===== src/gpc_pkg.sv =====
// Constants used by the pin control slice; its synchroniser uses none of them.
package gpc_pkg;

    // ************************************************************
    // Register bus and map
    // ************************************************************
    localparam int ADDR_W = 12;
    localparam int DATA_W = 32;
    localparam logic [11:0] OFF_PIN_CONTROL_PRIMARY = 12'h000;
    localparam logic [11:0] OFF_GROUP_OUTPUT = 12'h004;
    localparam int GROUP_OUT_BIT = 0;

    // ************************************************************
    // Field positions of the pin control word
    // ************************************************************
    localparam int BIT_PAD_IN = 24;
    localparam int BIT_OUT_DATA = 16;
    localparam int BIT_IN_DISABLE = 15;
    localparam int MUX_HI = 13;
    localparam int MUX_LO = 12;
    localparam int BIT_OUT_SELECT = 10;
    localparam int BIT_DIRECTION = 9;
    localparam int PGS_HI = 3;
    localparam int PGS_LO = 2;

    // Bits that hold state or live data; every other bit reads as zero.
    localparam logic [31:0] CTL_READ_MASK = 32'h0101_b60c;

    // ************************************************************
    // Field encodings and reset values
    // ************************************************************
    localparam logic [1:0] MUX_GPIO = 2'h0;
    localparam logic [1:0] MUX_ALT1 = 2'h1;
    localparam logic [1:0] MUX_ALT2 = 2'h2;
    localparam logic [1:0] MUX_ALT3 = 2'h3;
    localparam logic OSEL_SINGLE = 1'h0;
    localparam logic OSEL_GROUP = 1'h1;

    localparam logic [1:0] RST_MUX = 2'h0;
    localparam logic RST_IN_DISABLE = 1'h0;
    localparam logic RST_OUT_SELECT = 1'h0;
    localparam logic RST_DIRECTION = 1'h0;
    localparam logic [1:0] RST_PGS = 2'h0;
    localparam logic RST_OUT_DATA = 1'h0;

    // Default number of power wells that the gating select can name.
    localparam int WELL_COUNT_DEFAULT = 4;

endpackage


===== src/gpc_sync.sv =====
// Two-stage synchroniser for levels arriving from outside the clock domain.
`timescale 1ns/1ps
`default_nettype none

module gpc_sync #(
    parameter int WIDTH = 1
) (
    input wire logic CLK_SYS,
    input wire logic RST,
    input wire logic [WIDTH-1:0] async_in,
    output logic [WIDTH-1:0] sync_out
);

    logic [WIDTH-1:0] stage1;

    // The first stage feeds only the second stage.
    always_ff @(posedge CLK_SYS) begin
        if (RST) begin
            stage1 <= '0;
            sync_out <= '0;
        end else begin
            stage1 <= async_in;
            sync_out <= stage1;
        end
    end

endmodule

`default_nettype wire


===== src/gpc_pin_ctrl.sv =====
// Pin control register slice for one general purpose I/O pin.
`timescale 1ns/1ps
`default_nettype none

module gpc_pin_ctrl #(
    parameter int WELL_COUNT = gpc_pkg::WELL_COUNT_DEFAULT
) (
    input wire logic CLK_SYS,
    input wire logic RST,
    input wire logic [gpc_pkg::ADDR_W-1:0] ADDR,
    input wire logic [gpc_pkg::DATA_W-1:0] WDATA,
    input wire logic WR_STB,
    input wire logic RD_STB,
    output logic [gpc_pkg::DATA_W-1:0] RDATA,
    input wire logic PAD_IN,
    input wire logic [WELL_COUNT-1:0] PWR_WELL_ON,
    input wire logic [2:0] ALT_OUT,
    input wire logic [2:0] ALT_OE,
    output logic PAD_OUT,
    output logic PAD_OE,
    output logic PAD_IE,
    output logic PAD_IN_LIVE
);

    // ************************************************************
    // Elaboration checks
    // ************************************************************
    // The two-bit gating select can name at most four wells.
    if (WELL_COUNT < 1 || WELL_COUNT > 4) begin : g_bad_well_count
        $error("WELL_COUNT must lie between 1 and 4");
    end

    // ************************************************************
    // Pin level and power well synchronisers
    // ************************************************************
    logic pad_level;
    logic [WELL_COUNT-1:0] well_on_sync;

    gpc_sync #(.WIDTH(1)) u_pad_sync (
        .CLK_SYS(CLK_SYS),
        .RST(RST),
        .async_in(PAD_IN),
        .sync_out(pad_level)
    );

    gpc_sync #(.WIDTH(WELL_COUNT)) u_well_sync (
        .CLK_SYS(CLK_SYS),
        .RST(RST),
        .async_in(PWR_WELL_ON),
        .sync_out(well_on_sync)
    );

    // ************************************************************
    // Register state
    // ************************************************************
    logic [1:0] mux;
    logic in_disable;
    logic out_select;
    logic direction;
    logic [1:0] power_well_gating_select;
    logic out_single;
    logic out_group;

    // ************************************************************
    // Address decode and write qualification
    // ************************************************************
    wire hit_ctl = (ADDR == gpc_pkg::OFF_PIN_CONTROL_PRIMARY);
    wire hit_grp = (ADDR == gpc_pkg::OFF_GROUP_OUTPUT);
    wire wr_ctl = WR_STB && hit_ctl;
    wire wr_grp = WR_STB && hit_grp;
    // The source select in force before the write decides which data bit
    // is open, so a write that sets bit 10 still writes bit 16 and one that clears it does not.
    wire single_open = (out_select == gpc_pkg::OSEL_SINGLE);
    wire wr_single = wr_ctl && single_open;
    wire wr_group = wr_grp && !single_open;

    wire next_out_single = wr_single ? WDATA[gpc_pkg::BIT_OUT_DATA] : out_single;
    wire next_out_group = wr_group ? WDATA[gpc_pkg::GROUP_OUT_BIT] : out_group;

    always_ff @(posedge CLK_SYS) begin
        if (RST) begin
            mux <= gpc_pkg::RST_MUX;
            in_disable <= gpc_pkg::RST_IN_DISABLE;
            out_select <= gpc_pkg::RST_OUT_SELECT;
            direction <= gpc_pkg::RST_DIRECTION;
            power_well_gating_select <= gpc_pkg::RST_PGS;
        end else if (wr_ctl) begin
            mux <= WDATA[gpc_pkg::MUX_HI:gpc_pkg::MUX_LO];
            in_disable <= WDATA[gpc_pkg::BIT_IN_DISABLE];
            out_select <= WDATA[gpc_pkg::BIT_OUT_SELECT];
            direction <= WDATA[gpc_pkg::BIT_DIRECTION];
            power_well_gating_select <= WDATA[gpc_pkg::PGS_HI:gpc_pkg::PGS_LO];
        end
    end

    always_ff @(posedge CLK_SYS) begin
        if (RST) begin
            out_single <= gpc_pkg::RST_OUT_DATA;
            out_group <= gpc_pkg::RST_OUT_DATA;
        end else begin
            out_single <= next_out_single;
            out_group <= next_out_group;
        end
    end

    // ************************************************************
    // Input path
    // ************************************************************
    // A select naming a well beyond WELL_COUNT is treated as a dead well.
    wire [3:0] well_vec = 4'({well_on_sync});
    wire well_on = well_vec[power_well_gating_select];
    // With the well off the buffer output is undefined, so it is forced high.
    wire in_bit = !well_on ? 1'b1 : (in_disable ? 1'b0 : pad_level);

    // ************************************************************
    // Output path
    // ************************************************************
    wire gpio_data = single_open ? out_single : out_group;
    wire [3:0] out_vec = {ALT_OUT, gpio_data};
    wire [3:0] oe_vec = {ALT_OE, direction};
    wire next_pad_out = out_vec[mux];
    wire next_pad_oe = oe_vec[mux];

    always_ff @(posedge CLK_SYS) begin
        if (RST) begin
            PAD_OUT <= gpc_pkg::RST_OUT_DATA;
            PAD_OE <= gpc_pkg::RST_DIRECTION;
            PAD_IE <= !gpc_pkg::RST_IN_DISABLE;
            PAD_IN_LIVE <= 1'b0;
        end else begin
            PAD_OUT <= next_pad_out;
            PAD_OE <= next_pad_oe;
            PAD_IE <= !in_disable;
            PAD_IN_LIVE <= in_bit;
        end
    end

    // ************************************************************
    // Read path
    // ************************************************************
    logic [31:0] ctl_word;

    always_comb begin
        ctl_word = 32'h0000_0000;
        ctl_word[gpc_pkg::BIT_PAD_IN] = in_bit;
        ctl_word[gpc_pkg::BIT_OUT_DATA] = out_single;
        ctl_word[gpc_pkg::BIT_IN_DISABLE] = in_disable;
        ctl_word[gpc_pkg::MUX_HI:gpc_pkg::MUX_LO] = mux;
        ctl_word[gpc_pkg::BIT_OUT_SELECT] = out_select;
        ctl_word[gpc_pkg::BIT_DIRECTION] = direction;
        ctl_word[gpc_pkg::PGS_HI:gpc_pkg::PGS_LO] = power_well_gating_select;
    end

    wire [31:0] grp_word = {31'h0000_0000, out_group};
    // Bits that the addressed word may carry; the grouped word owns only its data bit.
    wire [31:0] grp_mask = 32'h0000_0001 << gpc_pkg::GROUP_OUT_BIT;
    wire [31:0] rd_mask = hit_ctl ? gpc_pkg::CTL_READ_MASK : (hit_grp ? grp_mask : 32'h0000_0000);
    wire [31:0] sel_word = hit_ctl ? ctl_word : (hit_grp ? grp_word : 32'h0000_0000);
    wire [31:0] next_rdata = RD_STB ? sel_word : 32'h0000_0000;

    always_ff @(posedge CLK_SYS) begin
        if (RST) begin
            RDATA <= 32'h0000_0000;
        end else begin
            RDATA <= next_rdata;
        end
    end
endmodule

`default_nettype wire


===== config.mk =====
export PLATFORM = sky130hd
export DESIGN_NAME = gpc_pin_ctrl
export DESIGN_NICKNAME = d
export VERILOG_FILES = /design/src/gpc_pkg.sv /design/src/gpc_sync.sv /design/src/gpc_pin_ctrl.sv
export SDC_FILE = /design/constraint.sdc
export NUM_CORES = 1
export LEC_CHECK = 0
export BUFFER_PORTS_ARGS = -buffer_cell sky130_fd_sc_hd__buf_2
export CORE_MARGIN = 10
export CORE_UTILIZATION = 30
export DETAILED_ROUTE_END_ITERATION = 12
export GPL_ROUTABILITY_DRIVEN = 0
export HOLD_SLACK_MARGIN = 0.15
export SLEW_MARGIN = 20
export SYNTH_ARGS = -nofsm -noshare
export SYNTH_HDL_FRONTEND = slang
export SYNTH_SLANG_ARGS = --single-unit

===== constraint.sdc =====
create_clock -name CLK_SYS -period 3.59 [get_ports CLK_SYS]
set_input_delay 0.718 -clock CLK_SYS [delete_from_list [all_inputs] [get_ports CLK_SYS]]
set_output_delay 0.718 -clock CLK_SYS [all_outputs]
set_load 0.005 [all_outputs]

==> flow_summary.toml, run 1 <==
[timing]
tightestPinTransition_ns = 0.694
fin_crit_ns = 2.19
setup_slack_ns = 1.40
hold_ws_ns = 0.437
setup_viol = 0
fmax_mhz = 458
finalHoldViolCount = 0
fin_crit_sh_pct = 60.9
slew_headroom_pct = 53.3
rsz0062_at_grt = "no"
drv_slew = 0
setup_tns_ns = 0
finClkSkew_ns = 0.00229

[floorplanning]
rows = 24
die_w_um = 88.4
fp.dieH_um = 88.4
initial_core_util_pct = 31.6
die_area_mm2 = 0.00782
ios = 95
core-area_mm2 = 0.00444

[grt]
grtUsageTotal_pct = 7.74
grt_max_degree = 34
overflow = 0
antenna_found_initial = 0
grt_pass1_vias = 961
grt_pass1_wl_um = 4580

[pwr]
p_int_mw = 0.548
p_total_mw = 0.692
p_sw_share_pct = 20.8
vdd_drop_max_mv = 0.129
power_frac_seq_pct = 54.0
clkPwrFrac_pct = 39.4
p_leak_nw = 0.748
p_per_area_mw_per_mm2 = 411
combPwrFrac_pct = 6.6
power.switching_mw = 0.144

[worst_setup_path]
worst-path-max-fanout = 7
cp.required_ns = 3.80
start_kind = "input pin"
crit_type = "in -> reg"
endpoint_kind = "flop"
worstRegToRegCells = 3
worstPathArrival_ns = 2.39

[clocking]
cts_tree = "done"
cts.sinks = 33
clock_path_buffers = 2
path_clk_slew_ns = 0.06
cts_buffers = 5
post_cts.repair.setup_buffers = 0
hold_buffers = 0
h-tree-depth = 2
clockRootBuffer = "clkbuf_8"
post_cts_resized = 0
clock_latency_ns = 0.28

[synthesis]
synthCells = 130
ys_types = 24
synthAdderAreaFrac_pct = 0
synth_area_mm2 = 0.00140
avgSynthCellArea_um2 = 10.8
synth_top_family_by_area = "simple AND/OR/NAND/NOR gates"
ys_seq_area_share_pct = 47.1
synth-compound-area-share_pct = 0.535
yosys_warnings = 0
muxShareOfSynthArea_pct = 12.0
ys_ff_latch = 33
synthXorXnorAreaFrac_pct = 0
synth-simple-area-share_pct = 25.8

[place]
io_buffer_count = 49
pre_cts_ws_ns = 1.11
hpwlAfterDp_um = 2400

[drt]
vias = 944
drt-initial-drc-count = 38
ant_nets = 0
drt-total-wl_um = 3000
wl_per_cell_um = 13.0
drc = 0
drt_pass1_iterations = 3
via_per_inst = 4.09

[finish]
area_growth_pct = 19.9
nNetsFinal = 238
drive_gt1_share_pct = 35.8
final_util_pct = 37.9
antenna_cells = 0

[hold_path]
hold_path_class = "reg -> reg"
hold_depth = 1

[run_status]
status = "completed"

[flow_run]
maxCapViolCount = 0
==> flip-flops by register name, indices dropped and copies added (netlist names) <==
| register | cells |
|---|---|
| RDATA | 10 |
| u_well_sync.stage1 | 4 |
| u_well_sync.sync_out | 4 |
| mux | 2 |
| power_well_gating_select | 2 |
| PAD_IE | 1 |
| PAD_IN_LIVE | 1 |
| PAD_OE | 1 |
| PAD_OUT | 1 |
| direction | 1 |
| in_disable | 1 |
| out_group | 1 |
| out_select | 1 |
| out_single | 1 |
| u_pad_sync.stage1 | 1 |
| u_pad_sync.sync_out | 1 |
==> layer usage <==
metal  share of wire, %  vias up  track usage [%]
met1                 44      420             8.67
met3                8.7        2             4.50
met4               0.70        0             3.08
met5                  0        -                0
met2                 46       43             11.9
li1                   -      479                -
==> synthesized netlist by cell type (all sizes together) <==
master	number	area share, %
or4	2	1.3
mux2	1	0.80
clkbuf	4	1.1
or3b	2	1.2
inv	1	0.27
nor2	1	0.27
mux2i	9	6.4
nand2b	19	8.5
nand3	1	0.36
nor4	5	3.7
conb	1	0.27
mux4	3	4.8
and2	8	3.6
nand4b	1	0.62
buf	24	13
or3	1	0.45
dfxtp	33	47
a21boi	1	0.53
nor2b	13	5.8
==> power by group through the flow <==
| stage | clock network, mW | logic (mW) | registers [mW] |
|---|---|---|---|
| 2_1_floorplan | 0 | 0.0415 | 0.381 |
| 3_3_place_gp | 0 | 0.0446 | 0.381 |
| 3_5_place_dp | 0 | 0.0452 | 0.382 |
| 4_1_cts | 0.284 | 0.0454 | 0.373 |
| 5_1_grt | 0.300 | 0.0526 | 0.374 |
| 6_report | 0.272 | 0.0458 | 0.373 |
==> final timing paths <==
kind                                    start                            endpoint  slack (ns)
max reg2reg           out_select$_SDFFE_PP0P_                  PAD_OUT$_SDFF_PP0_        2.15
min          u_well_sync.stage1[1]$_SDFF_PP0_  u_well_sync.sync_out[1]$_SDFF_PP0_        0.44
min reg2reg  u_well_sync.stage1[1]$_SDFF_PP0_  u_well_sync.sync_out[1]$_SDFF_PP0_        0.44
max                                   ADDR[5]                 mux[1]$_SDFFE_PP0P_        1.40
==> cell families after synthesis <==
kind of cell / after synthesis
and+or+nand+nor: 53
AOI/OAI and AO/OA: 1
buffers and inverters: 29
muxes: 13
DFF: 33
other: 1
==> worst max-delay path: stages <==
cell     delay (ns)
buf_2          0.09
or4_1          0.66
nor4_4         0.68
mux2i_1        0.25
==> final cells by class <==
type	instances	area (um^2)
Fill cell	477	2760
Sequential cell	33	661
Multi-Input combinational cell	89	622
Timing Repair Buffer	49	245
Clock buffer	7	86.3
Tap cell	52	65.1
Inverter	1	3.75
==> layout by cell type, fill, tap and decap left out <==
master	synthesis	layout
buf_2	1	49
dfxtp_1	33	33
conb_1	1	22
nand2b_1	19	19
nor2b_1	13	13
mux2i_1	9	9
and2_1	8	8
clkbuf_8	0	6
nor4_1	3	3
mux4_2	3	3
or3b_2	2	2
or4_4	1	1
or4_1	1	1
or3_1	1	1
nor4_2	1	1
nor4_4	1	1
nand3_1	1	1
mux2_2	1	1
inv_1	1	1
a21boi_0	1	1
nor2_1	1	1
nand4b_1	1	1
clkbuf_1	4	1
==> per-stage QoR <==
stage                     cell area, um^2  cells
after floorplan                      1480    151
after global placement               1600    224
after detailed placement             1600    224
after CTS                            1680    231
after global routing                 1680    231
final                                1680    231
Note: power is estimated with default switching activity, not from simulation.
==> run 2, diff against run 1 <==
clock period = 1.9 ns   (was 3.59 ns; I/O delays follow)
==> flow_summary.toml, run 2 (synthesized netlist as in run 1, its figures left out) <==
[run_status]
status = "completed"

[drt]
via_per_inst = 4.10
drt-total-wl_um = 3120
ant_nets = 0
drt_pass1_iterations = 4
vias = 972
drc = 0
drt-initial-drc-count = 45
wl_per_cell_um = 13.1

[grt]
grtUsageTotal_pct = 7.89
grt_pass1_wl_um = 4750
overflow = 0
grt_max_degree = 33
antenna_found_initial = 0
grt_pass1_vias = 1062

[pwr]
combPwrFrac_pct = 5.7
p_total_mw = 1.57
p_leak_nw = 0.799
power_frac_seq_pct = 45.0
p_int_mw = 1.27
clkPwrFrac_pct = 49.3
p_per_area_mw_per_mm2 = 886
p_sw_share_pct = 18.9
power.switching_mw = 0.296
vdd_drop_max_mv = 0.366

[floorplanning]
die_w_um = 88.4
ios = 95
fp.dieH_um = 88.4
core-area_mm2 = 0.00444
die_area_mm2 = 0.00782
initial_core_util_pct = 31.6
rows = 24

[worst_setup_path]
cp.required_ns = 2.11
startpoint = "ADDR[5]"
slowest_stage = "or4_1"
worstPathArrival_ns = 1.84
start_kind = "input pin"
reg2reg_from = "out_select$_SDFFE_PP0P_"
path_cells = "buf_2 -> or4_1 -> nor4_4 -> buf_4 -> mux2i_1"
cp_slowest_stage_delay_ns = 0.66
crit_type = "in -> reg"
cp_top_family = "simple AND/OR/NAND/NOR gates"
endpoint_kind = "flop"
cp.buffers_inverters = 2
worst-path-max-fanout = 5

[finish]
antenna_cells = 0
largest_reg_flops = 10
final_util_pct = 39.8
drive_gt1_share_pct = 38.4
instances_no_fill = 237
layout_top_registers = "RDATA x10, u_well_sync.stage1 x4, u_well_sync.sync_out x4"
layout_commonest_cell = "buf_2"
area_growth_pct = 25.9
nNetsFinal = 243
regMostFlops = "RDATA"
final_cell_mix = "buf_2 (49), dfxtp_1 (33), conb_1 (22)"

[clocking]
post_cts.repair.setup_buffers = 0
clock_latency_ns = 0.28
clockRootBuffer = "clkbuf_8"
cts.sinks = 33
cts_tree = "done"
post_cts_resized = 0
hold_buffers = 0
cts_buffers = 5
clock_path_buffers = 2
h-tree-depth = 2
path_clk_slew_ns = 0.06

[timing]
setup_viol = 0
fmax_mhz = 615
fin_crit_ns = 1.63
fin_crit_sh_pct = 85.5
rsz0062_at_grt = "no"
finalHoldViolCount = 0
finClkSkew_ns = 0.00314
drv_slew = 0

[flow_run]
maxCapViolCount = 0

[place]
dp.cells = 229
hpwlAfterDp_um = 2490
io_buffer_count = 49

[hold_path]
hp-start = "PWR_WELL_ON[1]"
hold_path_class = "in -> reg"
==> run 2: cell count changes in the layout (fill, tap and decap cells not counted), sizes merged <==
cell / previous run / this run
buf: 49 / 54
bufinv: 0 / 2
clkbuf: 7 / 5
clkinv: 0 / 1
==> run 2: area by class of cell <==
class | count | area [um^2]
Multi-Input combinational cell | 89 | 622
Sequential cell | 33 | 661
Fill cell | 464 | 2680
Clock inverter | 3 | 65.1
Inverter | 1 | 3.75
Tap cell | 52 | 65.1
Clock buffer | 5 | 68.8
Timing Repair Buffer | 54 | 283
==> run 2: worst reg2reg max path: stages, from the launching register on <==
cell,delay (ns)
dfxtp_1,0.42
mux2_2,0.36
mux4_2,0.44
nor2b_1,0.13
==> run 2: metrics by stage <==
stage / hold WS (ns) / instance area (um^2) / setup slack (ns) / setup TNS [ns]
6_report: 0.306 / 1770 / 0.275 / 0
5_1_grt: 0.302 / 1770 / 0.151 / 0
2_1_floorplan: 0.399 / 1480 / 0.0529 / 0
3_5_place_dp: 0.427 / 1630 / -0.0277 / -0.0785
4_1_cts: 0.296 / 1770 / 0.260 / 0
3_3_place_gp: 0.417 / 1630 / 0.0102 / 0
==> run 2: routing by layer <==
metal  share of wire, %  GRT usage (%)
met4                2.3           3.23
met1                 43           8.24
met2                 46           12.9
met5                  0              0
met3                9.0           4.41
==> run 2: power groups by stage <==
stage                     Combinational [mW]  Sequential (mW)  Clock, mW
after global placement                0.0859            0.721          0
final                                 0.0893            0.705      0.772
after floorplan                       0.0784            0.720          0
after global routing                   0.101            0.705      0.818
after CTS                             0.0873            0.705      0.794
after detailed placement              0.0872            0.721          0
==> run 2: worst paths after layout <==
path	end	slack [ns]	cells after the start
max	power_well_gating_select[0]$_SDFFE_PP0P_	0.27	5
min	u_well_sync.stage1[1]$_SDFF_PP0_	0.31	2
max reg2reg	PAD_OUT$_SDFF_PP0_	0.44	3
min reg2reg	u_well_sync.sync_out[1]$_SDFF_PP0_	0.43	1
